$ cat src/rtl/tcc_params.svh
// Constants for the two-channel timer capture/compare block
`ifndef TCC_PARAMS_SVH
`define TCC_PARAMS_SVH
// Register indices (byte address is four times the index)
`define TCC_IDX_CH0_HI 8'h26
`define TCC_IDX_CH0_LO 8'h27
`define TCC_IDX_CH1_HI 8'h29
`define TCC_IDX_CH1_LO 8'h2a
`define TCC_IDX_CH0_SC 8'h25
`define TCC_IDX_CH1_SC 8'h28
// Status/control bit positions
`define TCC_B_FLAG 7
`define TCC_B_IE 6
`define TCC_B_MSB 5
`define TCC_B_MSA 4
`define TCC_B_ELSB 3
`define TCC_B_ELSA 2
`define TCC_B_TOV 1
`define TCC_B_MAX 0
// Edge/level codes
`define TCC_EL_OFF 2'h0
`define TCC_EL_TOG 2'h1
`define TCC_EL_CLR 2'h2
`define TCC_EL_SET 2'h3
`define TCC_EL_RISE 2'h1
`define TCC_EL_FALL 2'h2
`define TCC_EL_ANY 2'h3
`endif

$ cat src/rtl/tcc_pkg.sv
// Types for the two-channel timer capture/compare block
package tcc_pkg;
	typedef enum logic [1:0] {
		TCC_MODE_PRESET = 2'b00,
		TCC_MODE_CAPTURE = 2'b01,
		TCC_MODE_COMPARE = 2'b10,
		TCC_MODE_BUFFERED = 2'b11
	} tcc_mode_t;
endpackage : tcc_pkg
$ cat src/rtl/tcc_capture_compare.sv
// Two-channel timer capture/compare logic with APB register access
// Structure
// The block holds two channels that share one counter.
// The counter, its prescaler and its modulo logic live outside.
// Counter value and wrap pulse arrive as plain inputs.
// Both inputs are taken as synchronous to the bus clock.
//
// Register access
// Every register is one byte in the low lane of an aligned word.
// The word index is the register's number; the byte address is four times it.
// Unmapped or misaligned addresses answer with an error and do nothing.
// Every transfer completes without wait states.
// Read data is latched in the setup cycle and shown with ready.
//
// Modes
// Preset: pin belongs to the port; low mode select gives its idle level.
// Capture: active edges copy the counter into the value register.
// Compare: a counter match drives the pin as the edge field asks.
// Buffered: channel 0 runs the pair, channel 1 goes back to the port.
// Buffer select wins over mode select and an off edge field of channel 0.
//
// Flag handling
// A flag is armed by a status read that sees it set.
// A later write of zero clears it only while it stays armed.
// A new event in the same cycle wins and disarms the flag.
// So a request can never be lost to a careless clear.
//
// Pulse width operation
// Toggle on wrap plus a compare action make the pulse.
// Full duty force is sampled only at the wrap pulse.
// Thus setting or clearing it takes effect one period later.
// The forced level is high for set-on-compare, low otherwise.
// Without toggle on wrap a set or clear match only repeats its level: no pulse.
//
// Byte pairing
// Reading the high value byte freezes capture until the low byte is read.
// Writing the high value byte freezes compare until the low byte is written.
// This keeps software from seeing or using a torn 16-bit value.
//
// Limitations
// Value registers have no reset; software must load them before use.
// Mode changes take effect at once; software should halt the counter first.
// The pin drive register sits one clock behind the decision logic.
// The interrupt output lags the flag by one clock.
//
// Implementation choice: the APB slave port.
`include "tcc_params.svh"
`timescale 1ns/1ps
`default_nettype none
module tcc_capture_compare (
	input wire logic pclk,
	input wire logic presetn,
	input wire logic psel,
	input wire logic penable,
	input wire logic pwrite,
	input wire logic [11:0] paddr,
	input wire logic [31:0] pwdata,
	output logic [31:0] prdata,
	output logic pready,
	output logic pslverr,
	input wire logic [15:0] counter_value,
	input wire logic counter_wrap,
	input wire logic [1:0] channel_pin_in,
	output logic [1:0] channel_pin_out,
	output logic [1:0] channel_pin_oe_n,
	output logic [1:0] channel_irq,
	output var tcc_pkg::tcc_mode_t [1:0] channel_mode
);
	import tcc_pkg::*;

	// Bus decode
	wire logic setup = psel && !penable;
	wire logic access_wr = psel && penable && pwrite;
	wire logic access_rd = psel && penable && !pwrite;
	wire logic [9:0] idx = paddr[11:2];
	wire logic aligned = (paddr[1:0] == 2'h0);
	wire logic hit_sc0 = aligned && idx == {2'h0, `TCC_IDX_CH0_SC};
	wire logic hit_sc1 = aligned && idx == {2'h0, `TCC_IDX_CH1_SC};
	wire logic hit_h0 = aligned && idx == {2'h0, `TCC_IDX_CH0_HI};
	wire logic hit_l0 = aligned && idx == {2'h0, `TCC_IDX_CH0_LO};
	wire logic hit_h1 = aligned && idx == {2'h0, `TCC_IDX_CH1_HI};
	wire logic hit_l1 = aligned && idx == {2'h0, `TCC_IDX_CH1_LO};
	wire logic hit_any = hit_sc0 | hit_sc1 | hit_h0 | hit_l0 | hit_h1 | hit_l1;

	// Control registers per channel
	logic [1:0] flag_q;
	logic [1:0] ie_q;
	logic msb_q; // Only channel 0 owns buffer select
	logic [1:0] msa_q;
	logic [1:0] elb_q;
	logic [1:0] ela_q;
	logic [1:0] tov_q;
	logic [1:0] max_q;
	logic [1:0] armed_q; // Flag seen set by a status read
	logic [15:0] val_q [2];
	logic [1:0] cap_blk_q;
	logic [1:0] cmp_blk_q;
	logic [1:0] pin_prev_q;
	logic [1:0] pin_q;
	logic [1:0] oe_n_q;
	logic [1:0] max_act_q; // Full duty latched at cycle boundary
	logic sel1_q; // Buffered: which value register is live
	logic [1:0] irq_q;
	logic [31:0] prdata_q;
	logic pslverr_q;
	tcc_mode_t [1:0] mode_q;

	// Decoded per-channel modes; buffer select wins and blanks channel 1
	tcc_mode_t mode [2];
	logic [1:0] el [2];
	logic [1:0] event_hit;
	logic [1:0] match;
	logic [1:0] pin_next;
	logic [7:0] sc_rd [2];
	always_comb begin
		for (int c = 0; c < 2; c++) begin
			el[c] = {elb_q[c], ela_q[c]};
			if (c == 1 && msb_q)
				mode[c] = TCC_MODE_PRESET;
			else if (el[c] == `TCC_EL_OFF && !(c == 0 && msb_q))
				mode[c] = TCC_MODE_PRESET;
			else if (c == 0 && msb_q)
				mode[c] = TCC_MODE_BUFFERED;
			else if (msa_q[c])
				mode[c] = TCC_MODE_COMPARE;
			else
				mode[c] = TCC_MODE_CAPTURE;
			sc_rd[c] = {flag_q[c], ie_q[c], (c == 0) ? msb_q : 1'b0, msa_q[c], elb_q[c], ela_q[c],
				tov_q[c], max_q[c]};
		end
		if (msb_q)
			sc_rd[1] = 8'h00; // Disabled register reads as zero
	end

	// Events: capture edges and compare matches
	always_comb begin
		for (int c = 0; c < 2; c++) begin
			logic rise;
			logic fall;
			logic [15:0] cmpv;
			rise = channel_pin_in[c] && !pin_prev_q[c];
			fall = !channel_pin_in[c] && pin_prev_q[c];
			cmpv = (mode[c] == TCC_MODE_BUFFERED && sel1_q) ? val_q[1] : val_q[c];
			match[c] = (mode[c] == TCC_MODE_COMPARE || mode[c] == TCC_MODE_BUFFERED) && !cmp_blk_q[c]
				&& counter_value == cmpv;
			event_hit[c] = match[c];
			if (mode[c] == TCC_MODE_CAPTURE && !cap_blk_q[c])
				event_hit[c] = (el[c] == `TCC_EL_RISE && rise) || (el[c] == `TCC_EL_FALL && fall)
					|| (el[c] == `TCC_EL_ANY && (rise || fall));
		end
	end

	// Output pin next value
	always_comb begin
		for (int c = 0; c < 2; c++) begin
			pin_next[c] = pin_q[c];
			if (mode[c] == TCC_MODE_PRESET)
				pin_next[c] = !msa_q[c]; // one gives low
			else if (mode[c] == TCC_MODE_COMPARE || mode[c] == TCC_MODE_BUFFERED) begin
				if (tov_q[c] && max_act_q[c])
					pin_next[c] = (el[c] == `TCC_EL_SET) ? 1'b1 : 1'b0;
				else if (tov_q[c] && counter_wrap)
					pin_next[c] = !pin_q[c];
				else if (match[c]) begin
					case (el[c])
						`TCC_EL_TOG: pin_next[c] = !pin_q[c];
						`TCC_EL_CLR: pin_next[c] = 1'b0;
						`TCC_EL_SET: pin_next[c] = 1'b1;
						default: pin_next[c] = pin_q[c]; // software compare only
					endcase
				end
			end
		end
	end

	// Read data mux
	logic [31:0] rd_mux;
	always_comb begin
		rd_mux = 32'h0;
		if (hit_sc0)
			rd_mux = {24'h0, sc_rd[0]};
		else if (hit_sc1)
			rd_mux = {24'h0, sc_rd[1]};
		else if (hit_h0)
			rd_mux = {24'h0, val_q[0][15:8]};
		else if (hit_l0)
			rd_mux = {24'h0, val_q[0][7:0]};
		else if (hit_h1)
			rd_mux = {24'h0, val_q[1][15:8]};
		else if (hit_l1)
			rd_mux = {24'h0, val_q[1][7:0]};
	end

	// APB answer: no wait state, data valid with pready
	always_ff @(posedge pclk or negedge presetn) begin
		if (!presetn) begin
			pready <= 1'b0;
			prdata_q <= 32'h0;
			pslverr_q <= 1'b0;
		end else begin
			pready <= setup;
			prdata_q <= setup ? rd_mux : prdata_q;
			pslverr_q <= setup && !hit_any;
		end
	end
	assign prdata = prdata_q;
	assign pslverr = pslverr_q;

	wire logic wr_done = access_wr && pready;
	wire logic rd_done = access_rd && pready;
	wire logic [7:0] wb = pwdata[7:0];
	// Status writes per channel; channel 1 is deaf while paired
	wire logic [1:0] wr_sc = {wr_done && hit_sc1 && !msb_q, wr_done && hit_sc0};
	// Note: byte lane above bit 7 is ignored on every write
	// Note: status reads never disturb the flag itself

	// Channel state, flags and control bits
	always_ff @(posedge pclk or negedge presetn) begin
		if (!presetn) begin
			flag_q <= 2'h0;
			ie_q <= 2'h0;
			msb_q <= 1'b0;
			msa_q <= 2'h0;
			elb_q <= 2'h0;
			ela_q <= 2'h0;
			tov_q <= 2'h0;
			max_q <= 2'h0;
			armed_q <= 2'h0;
			cap_blk_q <= 2'h0;
			cmp_blk_q <= 2'h0;
			pin_prev_q <= 2'h0;
			max_act_q <= 2'h0;
			sel1_q <= 1'b0;
		end else begin
			pin_prev_q <= channel_pin_in;
			if (counter_wrap) begin
				max_act_q <= max_q; // takes hold at cycle boundary
				sel1_q <= msb_q ? !sel1_q : 1'b0;
			end
			for (int c = 0; c < 2; c++) begin
				// Arm the clear when a read sees the flag set
				if (rd_done && ((c == 0) ? hit_sc0 : hit_sc1) && flag_q[c])
					armed_q[c] <= 1'b1;
				if (event_hit[c]) begin
					flag_q[c] <= 1'b1; // event wins
					armed_q[c] <= 1'b0;
				end else if (wr_sc[c] && !wb[`TCC_B_FLAG] && armed_q[c]) begin
					flag_q[c] <= 1'b0;
					armed_q[c] <= 1'b0;
				end
				// Control bits load on any accepted status write
				if (wr_sc[c]) begin
					ie_q[c] <= wb[`TCC_B_IE];
					msa_q[c] <= wb[`TCC_B_MSA];
					elb_q[c] <= wb[`TCC_B_ELSB];
					ela_q[c] <= wb[`TCC_B_ELSA];
					tov_q[c] <= wb[`TCC_B_TOV];
					max_q[c] <= wb[`TCC_B_MAX];
					if (c == 0)
						msb_q <= wb[`TCC_B_MSB];
				end
				// Byte-pair latching of value register
				if (rd_done && ((c == 0) ? hit_h0 : hit_h1) && mode[c] == TCC_MODE_CAPTURE)
					cap_blk_q[c] <= 1'b1;
				else if (rd_done && ((c == 0) ? hit_l0 : hit_l1))
					cap_blk_q[c] <= 1'b0;
				if (wr_done && ((c == 0) ? hit_h0 : hit_h1) && mode[c] != TCC_MODE_CAPTURE)
					cmp_blk_q[c] <= 1'b1;
				else if (wr_done && ((c == 0) ? hit_l0 : hit_l1))
					cmp_blk_q[c] <= 1'b0;
			end
		end
	end

	// Value registers have no reset
	// Capture wins over a bus write in the same cycle, so a fresh
	// capture is never overwritten by a stale software value.
	// Software should not write a value register in capture mode.
	always_ff @(posedge pclk) begin
		for (int c = 0; c < 2; c++) begin
			if (mode[c] == TCC_MODE_CAPTURE && event_hit[c])
				val_q[c] <= counter_value;
			else if (wr_done && ((c == 0) ? hit_h0 : hit_h1))
				val_q[c][15:8] <= wb;
			else if (wr_done && ((c == 0) ? hit_l0 : hit_l1))
				val_q[c][7:0] <= wb;
		end
	end

	// Pins, interrupt and mode outputs
	// All top outputs come from flops so the pins never glitch
	// while the decode logic settles after a register write.
	// Pin drive idles high so a port pull-up sees no dip.
	always_ff @(posedge pclk or negedge presetn) begin
		if (!presetn) begin
			pin_q <= 2'h3;
			oe_n_q <= 2'h3;
			irq_q <= 2'h0;
			// Both channels come up in preset mode
			mode_q[0] <= TCC_MODE_PRESET;
			mode_q[1] <= TCC_MODE_PRESET;
		end else begin
			pin_q <= pin_next;
			for (int c = 0; c < 2; c++) begin
				oe_n_q[c] <= !(mode[c] == TCC_MODE_COMPARE || mode[c] == TCC_MODE_BUFFERED);
				irq_q[c] <= ie_q[c] && flag_q[c];
				mode_q[c] <= mode[c];
			end
		end
	end
	// Buffered pair drives its output on the channel 0 pin
	assign channel_pin_out = pin_q;
	assign channel_pin_oe_n = oe_n_q;
	assign channel_irq = irq_q;
	assign channel_mode = mode_q;
endmodule : tcc_capture_compare
`default_nettype wire

$ cat config.mk
export PLATFORM = sky130hd
export DESIGN_NAME = tcc_capture_compare
export DESIGN_NICKNAME = d
export VERILOG_FILES = /design/src/rtl/tcc_pkg.sv /design/src/rtl/tcc_capture_compare.sv
export VERILOG_INCLUDE_DIRS = /design/src /design/src/rtl
export SDC_FILE = /design/constraint.sdc
export NUM_CORES = 1
export LEC_CHECK = 0
export BUFFER_PORTS_ARGS = -buffer_cell sky130_fd_sc_hd__buf_4
export CAP_MARGIN = 0
export CORE_AREA = 2 2 87 123
export DETAILED_ROUTE_END_ITERATION = 12
export DIE_AREA = 0 0 89 125
export MAX_ROUTING_LAYER = met4
export PLACE_DENSITY = 0.75
export SLEW_MARGIN = 20
export SYNTH_ARGS = -nofsm -noshare
export SYNTH_HDL_FRONTEND = slang
export SYNTH_SLANG_ARGS = --single-unit
$ cat constraint.sdc
create_clock -name pclk -period 2.3 [get_ports pclk]
set_clock_uncertainty 0.05 [all_clocks]
set_input_delay 0.46 -clock pclk [delete_from_list [all_inputs] [get_ports pclk]]
set_output_delay 0.46 -clock pclk [all_outputs]
set_load 0.05 [all_outputs]
== Word-level counts from Yosys, hierarchy flattened ==
Memory sizes are Yosys's and may differ from the RTL's.
Index checks and enable logic that the tools add are counted.

* Bitwise gates (word level): 9
* Multiplexer cells: 71
* Equal/unequal tests: 22
* Reduce and logical (&&, ||, !) cells: 111

{| class="wikitable"
|+ Operators with widths
! cell !! number
|-
| 8-bit 2-to-1 mux || 11
|-
| 1-bit logical AND || 62
|-
| 10-bit by 6-bit == test with 1-bit output (second input constant) || 6
|-
| 1-bit 2-to-1 mux || 51
|-
| 16-bit == test || 2
|-
| 1-bit logical NOT || 20
|-
| 2-bit == test (second input constant) || 8
|-
| 16-bit 2-to-1 mux || 1
|-
| 2-bit nonzero test || 8
|-
| 2-bit 2-to-1 mux || 6
|-
| 6-bit nonzero test || 2
|-
| 2-bit logical NOT || 5
|-
| 1-bit bitwise OR || 9
|-
| 2-bit by 1-bit == test with 1-bit output (second input constant) || 4
|-
| 1-bit logical OR || 8
|-
| 4-bit nonzero test || 2
|-
| 1-bit one-hot mux with 3 select lines || 2
|-
| 3-bit AND reduction || 2
|-
| 3-bit nonzero test || 2
|-
| 2-bit by 1-bit != test with 1-bit output (second input constant) || 2
|}

* Register bits: 70
* Output and inout port bits: 44
* Memories: 1
* RAM bits: 32

{| class="wikitable"
|+ Memory list
! name !! depth !! bits a word !! read ports !! clocked after Yosys merged registers in !! write ports !! line !! RTL
|-
| val_q || 2 || 16 || 2 || 0 || 2 || tcc_capture_compare.sv:95 || <nowiki>logic [15:0] val_q [2];</nowiki>
|}

== Logic depth before layout (Yosys ltp) ==
Gate-level depths: netlist (run 1).

* Word-level depth: 13
* Depth in mapped cells: 9

== Worst setup path after synthesis (run 1) ==
Ideal clock, no wire load.

* Path kind: input to register
* Start: input port paddr[6]
* End: memory val_q[0][0], enable pin
* Slack: -496 ps
* Library setup time: 384 ps
* Stages: 6
* Arrival: 2,362 ps
* Path buffers: 1
* Cells stage by stage: or4b_4 or3_1 buf_6 nor2_8 nand3_4 o21ai_0

{| class="wikitable"
|+ RTL lines
! what !! line !! RTL
|-
| start, declared || tcc_capture_compare.sv:56 || <nowiki>input wire logic [11:0] paddr,</nowiki>
|-
| end, declared || tcc_capture_compare.sv:95 ||
|}

==> results of run 1 <==
==> how the worst max path moves through the flow <==
stage / to / slack, ps / start / cells past startpoint
2_1_floorplan: val_q[0][10] / -360 / paddr[6] / 7
5_1_grt: prdata[1] / -80 / paddr[6] / 9
3_5_place_dp: val_q[1][10] / -520 / paddr[6] / 7
3_3_place_gp: val_q[1][12] / -480 / paddr[6] / 7
6_report: val_q[1][13] / -20 / paddr[6] / 7
4_1_cts: val_q[1][3] / 0.9 / elb_q[1] / 7
==> cell families (layout without fill, tap and decap cells) <==
group                    after synthesis  count (layout)  share of synthesized area (%)
AND/OR/NAND/NOR                      144             144                          16.59
AO/OA/AOI/OAI                        120             120                          17.19
flip-flops                            78              78                          43.86
buffers and inverters                 67             209                          7.335
multiplexers                          41              41                          9.487
XOR/XNOR                              13              13                          2.359
adder cells (fa/ha/maj)               12              12                          3.110
other                                  1              24                        0.07769
==> per-stage QoR <==
step                      area (µm²)  hold slack, ps
after global placement          6073           417.0
after detailed placement        6073           433.2
after floorplan                 4920           114.4
final                           6648           53.32
after global routing            6648           111.0
after CTS                       6504           85.76
==> layout make-up <==
| class | count | area (µm²) | area share (%) |
|---|---|---|---|
| Tap cell | 138 | 172.7 | 2.597 |
| Clock inverter | 5 | 40.04 | 0.6023 |
| Inverter | 31 | 116.4 | 1.750 |
| Multi-Input combinational cell | 354 | 2651 | 39.88 |
| Clock buffer | 11 | 254.0 | 3.821 |
| Sequential cell | 78 | 2117 | 31.85 |
| Timing Repair Buffer | 162 | 1296 | 19.50 |
==> routing by layer <==
layer / global-route usage (%) / vias to the layer above
met5: - / -
met1: 34.13 / 2145
met2: 49.34 / 236
met3: 5.743 / 71
met4: 13.78 / 0
li1: - / 2044
==> placed cells by master (no fill, tap or decap), types with 4 or more instances in the layout <==
master | netlist | final
buf_4 | 24 | 152
nand2_1 | 43 | 43
dfrtp_1 | 42 | 42
edfxtp_1 | 32 | 32
o21ai_0 | 34 | 29
inv_1 | 30 | 28
mux2_2 | 38 | 27
conb_1 | 1 | 24
a21oi_1 | 23 | 23
nor2_1 | 20 | 18
nand3_1 | 18 | 17
nor2b_1 | 11 | 11
mux2_4 | 0 | 11
clkbuf_16 | 0 | 10
xnor2_1 | 9 | 9
ha_1 | 12 | 8
nand2b_1 | 6 | 6
nand4_1 | 5 | 5
a22oi_1 | 5 | 5
a221o_1 | 5 | 5
o221ai_1 | 5 | 5
a21bo_2 | 5 | 5
a221oi_1 | 5 | 5
or3_4 | 0 | 4
a222oi_1 | 4 | 4
nor3_1 | 4 | 4
xor2_1 | 4 | 4
dfstp_2 | 4 | 4
buf_6 | 1 | 4
buf_12 | 0 | 4
==> timing repair <==
item / 4_1_cts / 5_1_grt
setup endpoints to repair: 44 / 56
gates resized for setup: 25 / 32
cloned: 0 / 0
buffers inserted: 4 / 4
pin swaps: 2 / 7
==> power groups by stage <==
stage | sequential [W] | combinational (W) | clock (W)
finish | 0.00159 | 0.000634 | 0.00139
global route | 0.00159 | 0.000680 | 0.00146
CTS | 0.00158 | 0.000613 | 0.00141
detailed placement | 0.00161 | 0.000588 | 0
global placement | 0.00161 | 0.000582 | 0
floorplan | 0.00161 | 0.000312 | 0
==> critical path, stage by stage <==
cell	delay (ps)
buf_6	90
or4b_4	530
or3_4	400
nor2_8	160
buf_4	150
and3_4	220
mux2_2	350
==> flow_metrics.tcl, run 1 <==
set metrics [dict create \
    status "complete, but fails checks" \
    violations "negative setup slack" \
    ys_ff_latch 78 \
    finalMaxSlewViolations 0 \
    io_pins 112 \
    synth_top_area_share_pct 21.77 \
    drive_above_1_share_pct 41.50 \
    largest_register_ffs 32 \
    power_frac_clock_pct 38.5 \
    gp_congestion 0.9681 \
    r2r_slack_ps 30 \
    via_per_inst 5.772 \
    post-route-util_pct 65.63 \
    hpwl_um 11980 \
    ir_drop_v 0.0005004 \
    max_freq_ghz 0.4305 \
    initial_utilization_pct 47.65 \
    drtIter0Drc 336 \
    synth_area_um2 4827 \
    finalPower_w 0.003610 \
    path_max_fanout 5 \
    syn_to_final_growth_pct 37.71 \
    dp_slack_ps -519.3 \
    reg2reg_depth 8 \
    cts_sinks 78 \
    period_share_pct 101.0 \
    clock_path_buffers 2 \
    rr_startpoint "elb_q[0]" \
    cts_hold_buffers 0 \
    fin_crit_ps 2323 \
    wirelength_um 15800 \
    hold_path_class "input pin to async pin" \
    ant_nets 0 \
    cts_buffers 9 \
    nets 716 \
    maxCapViolations 0 \
    crit_required_ps 2340 \
    drt-met1-wl_um 5745 \
    clk_pin_slew_ps 60 \
    synthTopCellsByCount "43 x nand2_1, 42 x dfrtp_1, 38 x mux2_2" \
    vias 4496 \
    gr-total-overflow 0 \
    wl_met2_um 7946 \
    cp-end-kind "register" \
    core_um2 10130 \
    placed_cells 757 \
    met3_length_um 1140 \
    finalWorstSetupSlack_ps -22.65 \
    power_density_nw_per_um2 543.1 \
    diodes 0 \
    p_sw_share_pct 28.10 \
    synth.most_common_cell "nand2_1" \
    rsz0062_at_grt "true" \
    io_buffers 63 \
    criticalPathCategory "input pin to register" \
    fp.dieH_um 125 \
    grt_pass1_wl_um 24150 \
    rows 44 \
    htree_levels 3 \
    p_comb_share_pct 17.6 \
    synth_edf_count 32 \
    drt-pass1-iter-count 5 \
    ys_warn_count 0 \
    async_flop_share_pct 58.97 \
    syn_area_per_cell_um2 10.14 \
    grt_pass1_vias 4481 \
    p_sw_w 0.001015 \
    antenna_found_initial 0 \
    p_int_w 0.002596 \
    finalHoldViolations 0 \
    synthTopCellsByArea "dfrtp_1 22%, edfxtp_1 20%, mux2_2 8.9%" \
    critPathArrivalTime_ps 2360 \
    largest_register "val_q" \
    wire_per_inst_um 20.29 \
    r2r_end "val_q[0][11]" \
    drc 0 \
    setup_viol 13 \
    yosysSeqAreaShare_pct 43.86 \
    die_x_um 89 \
    tritoncts "yes" \
    grt_max_degree 47 \
    p_leak_nw 2.943 \
    synth_cell_type_count 69 \
    p_seq_share_pct 43.9 \
    relSlewSlack_pct 61.43 \
    fillers 816 \
    start_kind "input pin" \
    layout.cells.non_filler 779 \
    syn_inst 476 \
    worst_pin_slew_ps 578.5 \
    setup_tns_ps -159.4 \
    grt.total_usage_pct 29.80 \
    highest_layer "met4" \
    synthFlopType "dfrtp_1" \
    clock-root-buffer "clkbuf_16" \
    clk_latency_ps 340 \
    die_area_um2 11130 \
    synth_top_area_cell "dfrtp_1" \
]
Power figures use the tool's default switching activity.
==> inputs of run 2 (changes only) <==
--- a/config.mk
+++ b/config.mk
@@ -13,6 +13,7 @@
 export DIE_AREA = 0 0 89 125
 export MAX_ROUTING_LAYER = met4
 export PLACE_DENSITY = 0.75
+export SETUP_SLACK_MARGIN = 0.5
 export SLEW_MARGIN = 20
 export SYNTH_ARGS = -nofsm -noshare
 export SYNTH_HDL_FRONTEND = slang
==> run 2 against run 1 <==
Net effect:
- the flow still finishes with violations (negative setup slack)
- register-to-register slack worse by 20 ps
- critical endpoint is now val_q[0][10]
- non-clock buffer count is 14 higher
- combinational power is 6.3% higher
- final area is 9.1% higher
- critical path depth is 1 higher
- fmax is 1.6% lower
- total power is 6.9% higher
==> flow_metrics.tcl, run 2 (synthesis results as in run 1) <==
set metrics [dict create \
    wire_per_inst_um 22.43 \
    core_um2 10130 \
    multi_input_area_um2 3035 \
    dp_slack_ps -428.0 \
    cp-end-kind "register" \
    path_max_fanout 8 \
    hpwl_um 11940 \
    fp.dieH_um 125 \
    p_sw_w 0.001056 \
    rows 44 \
    diodes 0 \
    ant_nets 0 \
    most-common-layout-cells "143 x buf_4, 42 x dfrtp_1, 36 x nand2_1" \
    finalPower_w 0.003859 \
    grt_pass1_wl_um 26230 \
    syn_to_final_growth_pct 50.21 \
    whs_ps 62.46 \
    p_sw_share_pct 27.36 \
    critPathArrivalTime_ps 2400 \
    worst_pin_slew_ps 598.4 \
    grt.total_usage_pct 32.34 \
    relSlewSlack_pct 60.11 \
    io_buffers 63 \
    finalMaxSlewViolations 0 \
    status "complete, but fails checks" \
    rsz0062_at_grt "true" \
    drt-pass1-iter-count 7 \
    htree_levels 3 \
    maxCapViolations 0 \
    grt_max_degree 47 \
    period_share_pct 102.6 \
    finalHoldViolations 0 \
    p_leak_nw 3.232 \
    placed_cells 752 \
    regArea_um2 2117 \
    drtIter0Drc 435 \
    start_kind "input pin" \
    vias 4818 \
    antenna_found_initial 0 \
    post-route-util_pct 71.58 \
    die_area_um2 11130 \
    clock_path_buffers 2 \
    grt_pass1_vias 4827 \
    wirelength_um 17760 \
    power_density_nw_per_um2 532.3 \
    criticalPathCategory "input pin to register" \
    ir_drop_v 0.0004153 \
    die_x_um 89 \
    drc 0 \
    p_seq_share_pct 41.2 \
    setup_viol 7 \
    layout.cells.non_filler 792 \
    nets 730 \
    max_freq_ghz 0.4238 \
    clk_latency_ps 350 \
    gr-total-overflow 0 \
    finalWorstSetupSlack_ps -59.42 \
    cts_buffers 9 \
    power_frac_clock_pct 41.3 \
    fin_crit_ps 2359 \
    clock-root-buffer "clkbuf_16" \
    p_comb_share_pct 17.5 \
    io_pins 112 \
    fillers 721 \
    cts_sinks 78 \
    violations "negative setup slack" \
    crit_required_ps 2340 \
    p_int_w 0.002803 \
    initial_utilization_pct 47.65 \
    clk_pin_slew_ps 70 \
    largest_register "val_q" \
    final_common_cell "buf_4" \
    tritoncts "yes" \
    hold_path_class "input pin to async pin" \
    cts_hold_buffers 0 \
    drive_above_1_share_pct 49.69 \
    gp_congestion 1.046 \
    via_per_inst 6.083 \
    largest_register_ffs 32 \
]
-- run 2: cell types whose count changed in the layout (fill, tap and decap cells not counted), sizes merged --
cell / delta
buf: +14
clkinv: -2
bufinv: +1
clkbuf: +1
clkinvlp: -1
-- run 2: power groups by stage --
stage	Clock, W	Combinational [W]	Sequential, W
2_1_floorplan	0	0.000319	0.00161
6_report	0.00159	0.000674	0.00159
5_1_grt	0.00165	0.000709	0.00159
3_5_place_dp	0	0.000568	0.00161
4_1_cts	0.00159	0.000620	0.00158
3_3_place_gp	0	0.000561	0.00161
-- run 2: layout make-up --
cell class / instances / share of cell area, %
Multi-Input combinational cell: 354 / 41.86
Sequential cell: 78 / 29.20
Timing Repair Buffer: 176 / 20.35
Clock buffer: 12 / 3.986
Tap cell: 138 / 2.381
Inverter: 31 / 1.605
Clock inverter: 3 / 0.6212
-- run 2: layer usage --
| metal | vias up | track usage (%) | share of wire, % |
|---|---|---|---|
| li1 | 2068 | - | - |
| met1 | 2323 | 36.28 | 35 |
| met2 | 310 | 52.06 | 50 |
| met3 | 117 | 5.149 | 6.9 |
| met4 | 0 | 20.98 | 7.6 |
| met5 | - | - | 0 |
-- run 2: path summary, 6_finish.rpt --
| check | startpoint | end | slack, ps | cells after the start |
|---|---|---|---|---|
| setup / recovery | paddr[6] | val_q[0][10] | -60 | 8 |
| max in group asynchronous | presetn | cap_blk_q[0] | 1720 | 1 |
| hold / removal | presetn | pready | 60 | 1 |
| setup reg to reg | ela_q[1] | val_q[1][10] | 10 | 6 |
| hold reg to reg | prdata[2] | prdata[2] | 440 | 2 |
| min in group pclk | channel_pin_in[1] | pin_prev_q[1] | 200 | 1 |
-- run 2: metrics by stage --
stage / TNS [ps] / instance area (µm²)
floorplan: -11810 / 4987
CTS: -23.99 / 6920
detailed placement: -22790 / 6081
global route: -899.3 / 7251
finish: -226.4 / 7251
global placement: -20760 / 6081
-- run 2: repair_timing --
action	CTS	global route
buffers inserted	15	10
gates resized for setup	100	53
endpoints found under the setup margin	94	95
pin swaps	30	22
-- run 2: worst max-delay path, cell delays in order --
cell and delay, ps:
buf_6 90, or4b_4 530, or3_4 390, nor2_8 160
nand3_4 110, nor3_4 160, buf_12 160, mux2_2 350
